--- src/core/pcrm_pkg.sv ---
// Constants of the proximity converter register bank
package pcrm_pkg;

  // ****************************************
  // Pointers, channel 1 in slot 0
  // ****************************************
  localparam logic [7:0] PTR_STATUS = 8'h00;
  localparam logic [1:0][7:0] PTR_RES_HI = {8'h03, 8'h01};
  localparam logic [1:0][7:0] PTR_RES_LO = {8'h04, 8'h02};
  localparam logic [1:0][7:0] PTR_MEAN_HI = {8'h07, 8'h05};
  localparam logic [1:0][7:0] PTR_MEAN_LO = {8'h08, 8'h06};
  localparam logic [1:0][7:0] PTR_BAND = {8'h0c, 8'h09};
  localparam logic [1:0][7:0] PTR_EXPIRY = {8'h0d, 8'h0a};
  localparam logic [1:0][7:0] PTR_SETUP = {8'h0e, 8'h0b};
  localparam logic [1:0][7:0] PTR_DAC = {8'h12, 8'h11};
  localparam logic [7:0] PTR_CONFIG = 8'h0f;
  localparam logic [7:0] PTR_TIMER = 8'h10;
  localparam logic [7:0] PTR_SERIAL3 = 8'h13;
  localparam logic [7:0] PTR_SERIAL2 = 8'h14;
  localparam logic [7:0] PTR_SERIAL1 = 8'h15;
  localparam logic [7:0] PTR_SERIAL0 = 8'h16;
  localparam logic [7:0] PTR_PART_ID = 8'h17;

  // ****************************************
  // Reset values
  // ****************************************
  localparam logic [7:0] STATUS_RESET = 8'h53;
  localparam logic [7:0] SENSE_RESET = 8'h08;
  localparam logic [7:0] EXPIRY_RESET = 8'h86;
  localparam logic [7:0] LIMIT_HI_RESET = 8'h08;
  localparam logic [7:0] LIMIT_LO_RESET = 8'h86;
  localparam logic [7:0] SETUP_RESET = 8'h0b;
  localparam logic [7:0] DAC_RESET = 8'h00;
  localparam logic [7:0] CONFIG_RESET = 8'h19;
  localparam logic [7:0] TIMER_RESET = 8'h00;

  // ****************************************
  // Field layout
  // ****************************************
  localparam int ST_SLEEP = 7;
  localparam logic [1:0][2:0] ST_STEP = {3'h6, 3'h4};
  localparam logic [1:0][2:0] ST_DETECT = {3'h5, 3'h3};
  localparam int ST_LAST_CH = 2;
  localparam logic [1:0][2:0] ST_NOT_READY = {3'h1, 3'h0};
  localparam int CFG_CONST_LIMIT = 7;
  localparam int DAC_BITS = 6;
  localparam int RESULT_BITS = 12;
  localparam logic [3:0] PAD_ZERO = 4'h0;
  localparam logic [3:0] BITS_PER_BYTE = 4'h8;

endpackage

--- src/core/pcrm_register_map.sv ---
// Two-wire serial slave and register bank of the proximity converter
`timescale 1ns/100ps

// Behaviour
// Status at pointer 0x00, resets to 0x53
// Status readable over the two-wire serial link
// Status bits: sleep, steps, detects, channel, ready
// Result high/low bytes per channel, reset zero
// Running mean high/low bytes, reset zero
// Setup byte: range, hysteresis, settling, reset 0x0b
// Serial number MSB first, then part identification
// Limit registers reachable only in constant-limit mode
// Not-ready drops on conversion, rises on read
// Result left aligned, low nibble reads zero
// Result frozen while read runs until stop
// Writes to read-only pointers do nothing
module pcrm_register_map #(
  parameter logic [6:0] SLAVE_ADDR = 7'h48,
  parameter logic [31:0] SERIAL_NUMBER = 32'h1234_5678, // Arbitrary value
  parameter logic [7:0] PART_ID = 8'h5a // Arbitrary value
) (
  input wire logic sys_clk,
  input wire logic resetn,
  input wire logic ce,
  input wire logic sclPin,
  input wire logic sdaPin,
  output logic sdaOut,
  output logic sdaOe,
  input wire logic convDone,
  input wire logic convChannel,
  input wire logic [11:0] convResult,
  input wire logic [11:0] convMean,
  input wire logic convDetect,
  input wire logic convDacChanged,
  input wire logic [5:0] convDacValue,
  input wire logic sleepActive,
  output logic [15:0] chSense,
  output logic [15:0] chExpiry,
  output logic [31:0] chLimit,
  output logic [15:0] chSetup,
  output logic [15:0] chOffsetDac,
  output logic [7:0] deviceConfig,
  output logic [7:0] sleepTimer
);

  typedef enum logic [2:0] {
    sIdle, sAddr, sAddrAck, sWrite, sWriteAck, sRead, sReadAck
  } pcrm_i2c_state_t;

  // ****************************************
  // Reset release and pin synchronisers
  // ****************************************
  logic [1:0] rstPipe; // Reset release chain
  logic rstn; // Synchronised reset, active low
  logic [1:0] sclSync; // Clock pin chain
  logic [1:0] sdaSync; // Data pin chain
  logic sclPrev; // Delayed second stage, edge finder
  logic sdaPrev;

  // Release chain, assert is immediate
  always_ff @(posedge sys_clk or negedge resetn) begin
    if (!resetn) begin
      rstPipe <= 2'h0;
    end else if (ce) begin
      rstPipe <= {rstPipe[0], 1'b1};
    end
  end
  assign rstn = rstPipe[1];

  // Pins idle high, so chains reset high
  always_ff @(posedge sys_clk or negedge rstn) begin
    if (!rstn) begin
      sclSync <= 2'h3;
      sdaSync <= 2'h3;
      sclPrev <= 1'b1;
      sdaPrev <= 1'b1;
    end else if (ce) begin
      sclSync <= {sclSync[0], sclPin};
      sdaSync <= {sdaSync[0], sdaPin};
      sclPrev <= sclSync[1];
      sdaPrev <= sdaSync[1];
    end
  end

  // ****************************************
  // Bus conditions
  // ****************************************
  wire sclRise = sclSync[1] & ~sclPrev;
  wire sclFall = ~sclSync[1] & sclPrev;
  wire busHigh = sclSync[1] & sclPrev;
  wire startCond = busHigh & sdaPrev & ~sdaSync[1];
  wire stopCond = busHigh & ~sdaPrev & sdaSync[1];

  // ****************************************
  // Serial slave state
  // ****************************************
  pcrm_i2c_state_t stateReg, stateNext;
  logic [3:0] bitCntReg, bitCntNext; // Bits moved in this byte
  logic [7:0] shiftReg, shiftNext; // Shared rx/tx shifter
  logic [7:0] ptrReg, ptrNext; // Register pointer
  logic havePtrReg, havePtrNext; // First write byte seen
  logic rwReg, rwNext; // High for a read transfer
  logic ackReg, ackNext; // Master acked last byte
  logic sdaOeReg, sdaOeNext; // Pulling data low
  logic [7:0] readByte; // Byte at the pointer

  wire byteFull = bitCntReg == pcrm_pkg::BITS_PER_BYTE;
  wire addrHit = shiftReg[7:1] == SLAVE_ADDR;
  // Next byte leaves on the falling edge after an ack
  wire rdLoad = sclFall & ((stateReg == sAddrAck & rwReg)
              | (stateReg == sReadAck & ackReg));
  // Bytes after the pointer byte are register writes
  wire wrStrobe = ce & sclFall & stateReg == sWrite & byteFull
                & havePtrReg;
  wire fixedMode = deviceConfig[pcrm_pkg::CFG_CONST_LIMIT];

  // Next-state logic of the slave
  always_comb begin
    stateNext = stateReg;
    bitCntNext = bitCntReg;
    shiftNext = shiftReg;
    ptrNext = ptrReg;
    havePtrNext = havePtrReg;
    rwNext = rwReg;
    ackNext = ackReg;
    sdaOeNext = sdaOeReg;
    if (stopCond) begin
      // Stop ends any transfer, release the line
      stateNext = sIdle;
      sdaOeNext = 1'b0;
    end else if (startCond) begin
      // Start or repeated start, expect an address
      stateNext = sAddr;
      bitCntNext = 4'h0;
      havePtrNext = 1'b0;
      sdaOeNext = 1'b0;
    end else begin
      unique case (stateReg)
        sIdle: begin
          stateNext = sIdle;
        end
        sAddr, sWrite: begin
          if (sclRise) begin
            // Sample on rising edge, MSB first
            shiftNext = {shiftReg[6:0], sdaSync[1]};
            bitCntNext = bitCntReg + 4'h1;
          end else if (sclFall && byteFull) begin
            bitCntNext = 4'h0;
            if (stateReg == sAddr) begin
              // Foreign address leaves the bus alone
              sdaOeNext = addrHit;
              rwNext = shiftReg[0];
              stateNext = addrHit ? sAddrAck : sIdle;
            end else begin
              sdaOeNext = 1'b1;
              stateNext = sWriteAck;
              havePtrNext = 1'b1;
              // Pointer byte, or auto-increment after a write
              ptrNext = havePtrReg ? ptrReg + 8'h1 : shiftReg;
            end
          end
        end
        sAddrAck, sWriteAck, sReadAck: begin
          if (sclRise && stateReg == sReadAck) begin
            // Low data means the master wants more
            ackNext = ~sdaSync[1];
          end else if (rdLoad) begin
            shiftNext = readByte;
            sdaOeNext = ~readByte[7];
            bitCntNext = 4'h0;
            ptrNext = ptrReg + 8'h1;
            stateNext = sRead;
          end else if (sclFall) begin
            // Nack ends the read, wait for stop
            sdaOeNext = 1'b0;
            stateNext = (stateReg == sReadAck) ? sIdle : sWrite;
          end
        end
        sRead: begin
          if (sclRise) begin
            bitCntNext = bitCntReg + 4'h1;
          end else if (sclFall && byteFull) begin
            // Free the line for the master ack
            sdaOeNext = 1'b0;
            stateNext = sReadAck;
          end else if (sclFall) begin
            shiftNext = {shiftReg[6:0], 1'b0};
            sdaOeNext = ~shiftReg[6];
          end
        end
      endcase
    end
  end

  // Slave registers
  always_ff @(posedge sys_clk or negedge rstn) begin
    if (!rstn) begin
      stateReg <= sIdle;
      bitCntReg <= 4'h0;
      shiftReg <= 8'h00;
      ptrReg <= pcrm_pkg::PTR_STATUS;
      havePtrReg <= 1'b0;
      rwReg <= 1'b0;
      ackReg <= 1'b0;
      sdaOeReg <= 1'b0;
    end else if (ce) begin
      stateReg <= stateNext;
      bitCntReg <= bitCntNext;
      shiftReg <= shiftNext;
      ptrReg <= ptrNext;
      havePtrReg <= havePtrNext;
      rwReg <= rwNext;
      ackReg <= ackNext;
      sdaOeReg <= sdaOeNext;
    end
  end
  assign sdaOe = sdaOeReg;
  assign sdaOut = 1'b0; // Open drain, only ever pulls low

  // ****************************************
  // Register storage
  // ****************************************
  logic [1:0][7:0] senseReg, expiryReg, limitHiReg, limitLoReg;
  logic [1:0][7:0] setupReg, dacReg;
  logic [1:0][11:0] resultReg, meanReg; // 12-bit samples
  logic [1:0] detectReg, stepReg, notReadyReg, lockReg, readHit;
  logic lastChReg, sleepReg;
  logic [7:0] configReg, timerReg;
  logic [7:0] statusByte;

  assign chSense = senseReg;
  assign chExpiry = expiryReg;
  assign chLimit = {limitHiReg[1], limitLoReg[1],
                    limitHiReg[0], limitLoReg[0]};
  assign chSetup = setupReg;
  assign chOffsetDac = dacReg;
  assign deviceConfig = configReg;
  assign sleepTimer = timerReg;

  genvar ch;
  generate
    for (ch = 0; ch < 2; ch++) begin : gChan
      wire convHit = convDone & (convChannel == 1'(ch));
      wire bandHit = wrStrobe & ptrReg == pcrm_pkg::PTR_BAND[ch];
      wire expHit = wrStrobe & ptrReg == pcrm_pkg::PTR_EXPIRY[ch];
      // A read of either result byte arms the freeze
      assign readHit[ch] = ce & rdLoad
        & (ptrReg == pcrm_pkg::PTR_RES_HI[ch]
        | ptrReg == pcrm_pkg::PTR_RES_LO[ch]);

      // Host-written settings of this channel
      always_ff @(posedge sys_clk or negedge rstn) begin
        if (!rstn) begin
          senseReg[ch] <= pcrm_pkg::SENSE_RESET;
          expiryReg[ch] <= pcrm_pkg::EXPIRY_RESET;
          limitHiReg[ch] <= pcrm_pkg::LIMIT_HI_RESET;
          limitLoReg[ch] <= pcrm_pkg::LIMIT_LO_RESET;
          setupReg[ch] <= pcrm_pkg::SETUP_RESET;
          dacReg[ch] <= pcrm_pkg::DAC_RESET;
        end else if (ce) begin
          // Mode bit picks which pair the pointer reaches
          if (bandHit && fixedMode) limitHiReg[ch] <= shiftReg;
          if (bandHit && !fixedMode) senseReg[ch] <= shiftReg;
          if (expHit && fixedMode) limitLoReg[ch] <= shiftReg;
          if (expHit && !fixedMode) expiryReg[ch] <= shiftReg;
          if (wrStrobe && ptrReg == pcrm_pkg::PTR_SETUP[ch]) begin
            setupReg[ch] <= shiftReg;
          end
          if (wrStrobe && ptrReg == pcrm_pkg::PTR_DAC[ch]) begin
            dacReg[ch] <= shiftReg;
          end
          // Auto adjust wins the low six bits over a host write in the same cycle
          if (convHit && convDacChanged) begin
            dacReg[ch][pcrm_pkg::DAC_BITS-1:0] <= convDacValue;
          end
        end
      end

      // Converter results and status of this channel
      always_ff @(posedge sys_clk or negedge rstn) begin
        if (!rstn) begin
          resultReg[ch] <= 12'h000;
          meanReg[ch] <= 12'h000;
          detectReg[ch] <= 1'b0;
          stepReg[ch] <= 1'b1;
          notReadyReg[ch] <= 1'b1;
          lockReg[ch] <= 1'b0;
        end else if (ce) begin
          if (stopCond) lockReg[ch] <= 1'b0;
          if (readHit[ch]) begin
            lockReg[ch] <= 1'b1;
            notReadyReg[ch] <= 1'b1;
          end
          if (convHit) begin
            meanReg[ch] <= convMean;
            detectReg[ch] <= convDetect;
            stepReg[ch] <= ~convDacChanged; // Low means stepped
          end
          // A frozen result drops the new result; mean, detect and step still update
          if (convHit && !lockReg[ch]) begin
            resultReg[ch] <= convResult;
            notReadyReg[ch] <= 1'b0;
          end
        end
      end

      // Status bits of this channel
      assign statusByte[pcrm_pkg::ST_STEP[ch]] = stepReg[ch];
      assign statusByte[pcrm_pkg::ST_DETECT[ch]] = detectReg[ch];
      assign statusByte[pcrm_pkg::ST_NOT_READY[ch]] =
        notReadyReg[ch];
    end
  endgenerate

  // Device-wide settings and status
  always_ff @(posedge sys_clk or negedge rstn) begin
    if (!rstn) begin
      configReg <= pcrm_pkg::CONFIG_RESET;
      timerReg <= pcrm_pkg::TIMER_RESET;
      lastChReg <= 1'b0;
      sleepReg <= 1'b0;
    end else if (ce) begin
      if (wrStrobe && ptrReg == pcrm_pkg::PTR_CONFIG) begin
        configReg <= shiftReg;
      end
      if (wrStrobe && ptrReg == pcrm_pkg::PTR_TIMER) begin
        timerReg <= shiftReg;
      end
      if (convDone) lastChReg <= convChannel;
      sleepReg <= sleepActive;
    end
  end
  assign statusByte[pcrm_pkg::ST_SLEEP] = sleepReg;
  assign statusByte[pcrm_pkg::ST_LAST_CH] = lastChReg;

  // ****************************************
  // Read selection
  // ****************************************
  // Unmapped pointers read zero; read-only ones have no write path
  always_comb begin
    readByte = 8'h00;
    case (ptrReg)
      pcrm_pkg::PTR_STATUS: readByte = statusByte;
      pcrm_pkg::PTR_RES_HI[0]: readByte = resultReg[0][11:4];
      pcrm_pkg::PTR_RES_LO[0]:
        readByte = {resultReg[0][3:0], pcrm_pkg::PAD_ZERO};
      pcrm_pkg::PTR_RES_HI[1]: readByte = resultReg[1][11:4];
      pcrm_pkg::PTR_RES_LO[1]:
        readByte = {resultReg[1][3:0], pcrm_pkg::PAD_ZERO};
      pcrm_pkg::PTR_MEAN_HI[0]: readByte = meanReg[0][11:4];
      pcrm_pkg::PTR_MEAN_LO[0]:
        readByte = {meanReg[0][3:0], pcrm_pkg::PAD_ZERO};
      pcrm_pkg::PTR_MEAN_HI[1]: readByte = meanReg[1][11:4];
      pcrm_pkg::PTR_MEAN_LO[1]:
        readByte = {meanReg[1][3:0], pcrm_pkg::PAD_ZERO};
      pcrm_pkg::PTR_BAND[0]:
        readByte = fixedMode ? limitHiReg[0] : senseReg[0];
      pcrm_pkg::PTR_EXPIRY[0]:
        readByte = fixedMode ? limitLoReg[0] : expiryReg[0];
      pcrm_pkg::PTR_SETUP[0]: readByte = setupReg[0];
      pcrm_pkg::PTR_BAND[1]:
        readByte = fixedMode ? limitHiReg[1] : senseReg[1];
      pcrm_pkg::PTR_EXPIRY[1]:
        readByte = fixedMode ? limitLoReg[1] : expiryReg[1];
      pcrm_pkg::PTR_SETUP[1]: readByte = setupReg[1];
      pcrm_pkg::PTR_CONFIG: readByte = configReg;
      pcrm_pkg::PTR_TIMER: readByte = timerReg;
      pcrm_pkg::PTR_DAC[0]: readByte = dacReg[0];
      pcrm_pkg::PTR_DAC[1]: readByte = dacReg[1];
      pcrm_pkg::PTR_SERIAL3: readByte = SERIAL_NUMBER[31:24];
      pcrm_pkg::PTR_SERIAL2: readByte = SERIAL_NUMBER[23:16];
      pcrm_pkg::PTR_SERIAL1: readByte = SERIAL_NUMBER[15:8];
      pcrm_pkg::PTR_SERIAL0: readByte = SERIAL_NUMBER[7:0];
      pcrm_pkg::PTR_PART_ID: readByte = PART_ID;
      default: readByte = 8'h00;
    endcase
  end
endmodule

--- config.mk ---
export PLATFORM = sky130hd
export DESIGN_NAME = pcrm_register_map
export DESIGN_NICKNAME = d
export VERILOG_FILES = /design/src/core/pcrm_pkg.sv /design/src/core/pcrm_register_map.sv
export SDC_FILE = /design/constraint.sdc
export NUM_CORES = 1
export LEC_CHECK = 0
export ABC_AREA = 1
export BUFFER_PORTS_ARGS = -buffer_cell sky130_fd_sc_hd__buf_2
export CAP_MARGIN = 0
export CORE_MARGIN = 10
export CORE_UTILIZATION = 62
export CTS_CLUSTER_SIZE = 14
export DETAILED_ROUTE_END_ITERATION = 10
export GPL_ROUTABILITY_DRIVEN = 0
export PLACE_DENSITY = 0.95
export SETUP_SLACK_MARGIN = 0.4
export SKIP_CTS_REPAIR_TIMING = 1
export SLEW_MARGIN = 30
export SYNTH_ARGS = -nofsm -noshare
export SYNTH_HDL_FRONTEND = slang
export SYNTH_SLANG_ARGS = --single-unit
--- constraint.sdc ---
create_clock -name sys_clk -period 14.4 [get_ports sys_clk]
set_input_delay 2.88 -clock sys_clk [delete_from_list [all_inputs] [get_ports sys_clk]]
set_output_delay 2.88 -clock sys_clk [all_outputs]
set_load 0.005 [all_outputs]
==> results of run 1 <==
## worst register-to-register path, stage by stage, from the launching register on
cell     delay (ns)
dfrtp_1        0.44
inv_1          0.15
ha_1           0.26
inv_1          0.10
nor2_1         0.77
nand3_1        0.16
nand2_1        0.12
inv_1          0.05
nand2_1        0.07
nor2_1         0.08
nand3_1        0.12
nand2_1        0.06
nand2_1        0.05
nand2_1        0.04
## stage by stage
step	util (%)	instances	instance area (um^2)
detailed placement	67.6	1668	11100
finish	73.0	1709	12000
global route	73.0	1709	12000
CTS	72.8	1708	12000
global placement	67.5	1668	11100
floorplan	-	1351	10300
## routing by layer
| layer | GRT usage [%] | wire (um) | vias up | part of all wire, % |
|---|---|---|---|---|
| li1 | - | - | 4633 | - |
| met5 | 0 | 0 | - | 0 |
| met4 | 14.2 | 1620 | 0 | 5.0 |
| met1 | 36.0 | 12000 | 4823 | 37 |
| met2 | 43.4 | 14300 | 777 | 44 |
| met3 | 7.95 | 4360 | 146 | 14 |
## where the power goes
group	internal [mW]	switching [mW]	total, mW
logic	0.139	0.404	0.543
registers	0.654	0.0767	0.731
clock network	0.437	0.235	0.672
total	1.23	0.715	1.94
## cell families (layout without fill, tap and decap cells)
group           after synthesis  after routing
compound gates              285            285
xor+xnor                      4              4
fa+ha+maj                     6              6
buf+inv                     181            319
flops                       205            205
mux                           1              1
other cells                   1              1
simple gates                668            668
## cell usage in the layout (no fill, tap or decap), types with 5 or more instances in the layout
cell type,instances
nor3_2,5
nor3_1,5
inv_2,15
dfstp_2,35
o21ai_1,124
nand3_1,96
dfrtp_1,168
o211ai_1,6
nor2_2,9
inv_1,108
nand4_1,13
clkbuf_16,23
bufinv_16,7
nand2_2,12
nor2_1,106
o21ai_0,104
a21oi_1,41
buf_2,152
ha_1,6
nand2_1,411
## registers in the layout, indices dropped and copies added (netlist names), 3 cells and up
| name | count |
|---|---|
| chLimit | 32 |
| meanReg | 24 |
| resultReg | 24 |
| chExpiry | 16 |
| chOffsetDac | 16 |
| chSense | 16 |
| chSetup | 16 |
| deviceConfig | 8 |
| ptrReg | 8 |
| shiftReg | 8 |
| sleepTimer | 8 |
| bitCntReg | 4 |
| stateReg | 3 |
## cell type report
type / count / area, um^2 / area share [%]
Multi-Input combinational cell: 965 / 4410 / 36.7
Sequential cell: 205 / 5180 / 43.1
Clock inverter: 11 / 233 / 1.94
Tap cell: 220 / 275 / 2.29
Inverter: 123 / 462 / 3.84
Clock buffer: 29 / 638 / 5.31
Timing Repair Buffer: 156 / 823 / 6.85
## worst paths after layout
path	start	end
min	rstPipe[1]	chOffsetDac[8]
max in group asynchronous	resetn	rstPipe[1]
min in group sys_clk	sdaSync[0]	sdaSync[0]
max reg2reg	ptrReg[0]	sdaOe
max	ce	chExpiry[3]
min reg2reg	rstPipe[1]	chOffsetDac[8]
==> impl_metrics.csv, run 1 <==
group,metric,value,unit
sta,worstMarginPinSlew,0.987,ns
finish,syn_to_final_growth,16.6,%
synth,async_flop_share,100,%
finish,layout.nets,1519,
worst_setup_path,worstSetupStartpointType,"input pin",
synth,synthSimpleGateAreaFrac,27.3,%
worst_setup_path,cp_common_cell,"nand2_1",
route,avgRoutedWirePerCell,18.9,um
die,io_pins,154,
sta,setup_viol,0,
synth,synth_ff_type,"dfrtp_1",
run,maxCapViolations,0,
synth,synth_compound_area_share,14.2,%
grt,antenna_found_initial,0,
synth,syn-num-nets,1397,
synth,synth_edf_count,0,
sta,whs,0.187,ns
route,drt_first_pass_iters,6,
sta,slew_violations,0,
synth,synth_xor_area_share,0.340,%
worst_setup_path,worstPathRequired,14.75,ns
worst_setup_path,crit_buf_inv,2,
worst_setup_path,reg2reg_depth,13,
route,drt-total-wl,32300,um
sta,finalHoldViolations,0,
clock_network,insertion_delay,0.51,ns
worst_setup_path,path_delay_family,"simple AND/OR/NAND/NOR gates",
synth,synth_top_area_share,41.3,%
route,route.detailed.drc,0,
clock_network,cts_buffers,22,
place,portBuffers,152,
finish,num-fill-cells,1195,
sta,finalCritPeriodShare,30.6,%
worst_setup_path,crit_path_end_kind,"flip-flop",
synth,synth.distinct_cells,39,
grt,grt_pass1_vias,9986,
die,die_w,149,um
power_and_ir_drop,p_leak,5.92,nW
die,die_y,149,um
synth,syn_inst,1351,
place,place_ws,9.58,ns
die,rows,47,
synth,synth-seq-cells,205,
synth,yosysMostFrequentCell,"nand2_1",
sta,final.setup.tns,0,ns
worst_setup_path,r2r_setup_slack,11.82,ns
synth,yosys-top-cells-count,"nand2_1, dfrtp_1, o21ai_1",
synth,synth_top_family_by_area,"simple AND/OR/NAND/NOR gates",
synth,syn-mean-instance-area,7.63,um^2
synth,ys_top_cells_by_area,"dfrtp_1, nand2_1, dfstp_2",
grt,grt_usage,28.3,%
clock_network,clock_path_buffers,3,
route,dr.first_iter.drc_count,1521,
hold_path,hold_class,"reg -> async",
grt,grt_pass1_wl,51000,um
sta,fmax,0.227,GHz
synth,yosysSeqAreaShare,50.2,%
worst_setup_path,worst-path-max-fanout,17,
sta,rsz0062_at_grt,"false",
sta,finalCriticalPeriod,4.41,ns
clock_network,path_clk_slew,0.06,ns
sta,maxSlewHeadroom,33.9,%
clock_network,cts.htree.levels,1,
worst_setup_path,cpPeakStageDelay,0.53,ns
clock_network,root_buffer,"clkbuf_16",
synth,synth_warnings,0,
power_and_ir_drop,p_per_area,162,nW/um^2
worst_setup_path,cp_num_cells,6,
run_status,status,"finished, final reports clean",
finish,drive_gt1_share,18.9,%
grt,grt_max_degree,190,
route,routed_via_density,6.07,
synth,synth_largest_area_cell,"dfrtp_1",
worst_setup_path,crit_chain,"buf_2, inv_1, nor2_1, nand2_1, nand2_1, o21ai_1",
grt,grt_overflow,0,
worst_setup_path,crit_arrival,4.76,ns
die,dieArea,22200,um^2
synth,muxShareOfSynthArea,0.109,%
worst_setup_path,critPathSlowestCell,"nor2_1",
finish,antenna_cells,0,
sta,clock_skew,0.00856,ns
clock_network,cts_tree,"yes",
power_and_ir_drop,power,1.94,mW
place,dp_hpwl,22100,um
synth,synth_area,10300,um^2
route,drtAntennaViolNets,0,
worst_setup_path,path_class,"in -> reg",
clock_network,clkSinkCount,205,
sta,fin_ws,9.99,ns
die,core,16500,um^2
die,initial_core_util,62.6,%
route,vias,10400,
power_and_ir_drop,ir_drop,0.000118,V
synth,synth-adder-area-share,0.728,%
Note: power is estimated with default switching activity, not from simulation.
==> run 2, diff against run 1 <==
--- a/config.mk
+++ b/config.mk
@@ -9,11 +9,11 @@
 export BUFFER_PORTS_ARGS = -buffer_cell sky130_fd_sc_hd__buf_2
 export CAP_MARGIN = 0
 export CORE_MARGIN = 10
-export CORE_UTILIZATION = 62
+export CORE_UTILIZATION = 52
 export CTS_CLUSTER_SIZE = 14
 export DETAILED_ROUTE_END_ITERATION = 10
 export GPL_ROUTABILITY_DRIVEN = 0
-export PLACE_DENSITY = 0.95
+export PLACE_DENSITY = 0.89
 export SETUP_SLACK_MARGIN = 0.4
 export SKIP_CTS_REPAIR_TIMING = 1
 export SLEW_MARGIN = 30
==> constraint.sdc (replaced) <==
create_clock -name sys_clk -period 4 [get_ports sys_clk]
set_input_delay 0.8 -clock sys_clk [delete_from_list [all_inputs] [get_ports sys_clk]]
set_output_delay 0.8 -clock sys_clk [all_outputs]
set_load 0.005 [all_outputs]
==> impl_metrics.csv, run 2 (synthesis gave the netlist of run 1 again) <==
group,metric,value,unit
run_status,status,"finished, final reports clean",
power_and_ir_drop,power,6.71,mW
sta,finalCritPeriodShare,65.7,%
die,dieArea,25900,um^2
die,core,19500,um^2
clock_network,clkSinkCount,205,
power_and_ir_drop,p_leak,5.88,nW
finish,fin_area,12000,um^2
sta,final.setup.tns,0,ns
route,drt-total-wl,32500,um
sta,maxSlewHeadroom,33.3,%
die,initial_core_util,53.0,%
sta,slew_violations,0,
sta,clock_skew,0.0155,ns
clock_network,insertion_delay,0.52,ns
grt,antenna_found_initial,1,
route,vias,10100,
worst_setup_path,critPathSlowestCell,"nor2_1",
worst_setup_path,worst-path-max-fanout,12,
place,placed_cell_area,11200,um^2
finish,largest_register_ffs,32,
grt,grt_overflow,0,
worst_setup_path,worstSetupStartpointType,"flip-flop",
power_and_ir_drop,ir_drop,0.000346,V
worst_setup_path,crit_arrival,3.07,ns
grt,grt_usage,23.9,%
grt,grt_pass1_vias,9669,
clock_network,clock_path_buffers,3,
route,avgRoutedWirePerCell,18.5,um
die,rows,51,
route,routed_via_density,5.73,
die,io_pins,154,
die,die_w,161,um
clock_network,root_buffer,"clkbuf_16",
finish,syn_to_final_growth,16.4,%
finish,drive_gt1_share,18.8,%
hold_path,hold_class,"in -> async",
finish,final_cell_mix,"nand2_1, dfrtp_1, buf_2",
power_and_ir_drop,p_per_area,559,nW/um^2
grt,grt_pass1_wl,50900,um
place,dp_hpwl,23000,um
sta,finalCriticalPeriod,2.63,ns
worst_setup_path,worstPathRequired,4.44,ns
clock_network,cts.htree.levels,1,
worst_setup_path,path_class,"reg -> reg",
finish,layout.nets,1521,
worst_setup_path,crit_path_end_kind,"flip-flop",
finish,layout_commonest_cell,"nand2_1",
sta,fmax,0.380,GHz
worst_setup_path,worst_r2r_endpoint,"shiftReg[5]",
grt,grt_max_degree,70,
worst_setup_path,reg2reg_depth,10,
worst_setup_path,cpPeakStageDelay,0.77,ns
sta,whs,0.0538,ns
clock_network,cts_tree,"yes",
worst_setup_path,path_delay_family,"simple AND/OR/NAND/NOR gates",
route,drtAntennaViolNets,0,
route,drt_first_pass_iters,7,
route,route.detailed.drc,0,
die,die_y,161,um
sta,worstMarginPinSlew,0.997,ns
worst_setup_path,reg2reg_from,"ptrReg[0]",
sta,setup_viol,0,
worst_setup_path,crit_chain,"inv_1, ha_1, inv_1, nor2_1, nand3_1, o21ai_0, nor2_1, nand3_1, o21bai_1, a21oi_1",
run,maxCapViolations,0,
sta,rsz0062_at_grt,"false",
sta,finalHoldViolations,0,
clock_network,cts_buffers,22,
route,dr.first_iter.drc_count,1311,
clock_network,path_clk_slew,0.06,ns
worst_setup_path,r2r_setup_slack,1.37,ns
finish,antenna_cells,0,
worst_setup_path,crit_buf_inv,2,
place,portBuffers,152,
run 2: power by group:
| part | leakage (nW) | total [mW] | switching [mW] | internal [mW] |
|---|---|---|---|---|
| combinational | 2.96 | 1.94 | 1.43 | 0.506 |
| sequential | 2.54 | 2.63 | 0.277 | 2.35 |
| clock | 0.372 | 2.14 | 0.853 | 1.29 |
| total | 5.88 | 6.71 | 2.56 | 4.15 |
run 2: cell type report:
cell class                      count  area [um^2]
Inverter                          123          462
Clock inverter                      7         90.1
Sequential cell                   205         5180
Tap cell                          265          332
Fill cell                        1650         7460
Clock buffer                       33          673
Multi-Input combinational cell    965         4410
Timing Repair Buffer              158          851
run 2: worst max-delay path by stage:
stage / cells past startpoint / from / endpoint / slack (ns)
after floorplan: 0 / rstPipe[1] / ackReg / 0.65
after detailed placement: 6 / ce / chExpiry[0] / 1.25
final: 10 / ptrReg[0] / shiftReg[5] / 1.37
after CTS: 1 / deviceConfig[7] / deviceConfig[7] / 1.35
after global routing: 10 / ptrReg[0] / shiftReg[5] / 1.21
after global placement: 6 / ce / chExpiry[4] / 1.33
run 2: metrics by stage:
| stage | instances | util [%] | setup slack (ns) |
|---|---|---|---|
| 3_3_place_gp | 1715 | 57.6 | 1.33 |
| 3_5_place_dp | 1715 | 57.6 | 1.25 |
| 4_1_cts | 1755 | 61.5 | 1.35 |
| 5_1_grt | 1756 | 61.7 | 1.21 |
| 2_1_floorplan | 1351 | - | 0.646 |
| 6_report | 1756 | 61.7 | 1.37 |
run 2: routing by layer:
layer	global-route usage, %	vias to the layer above	wire, um	part of all wire, %
li1	-	4635	-	-
met1	30.9	4661	12700	39
met2	37.5	654	14500	45
met3	6.57	113	3960	12
met4	8.97	2	1320	4.0
met5	0	-	11	0.034
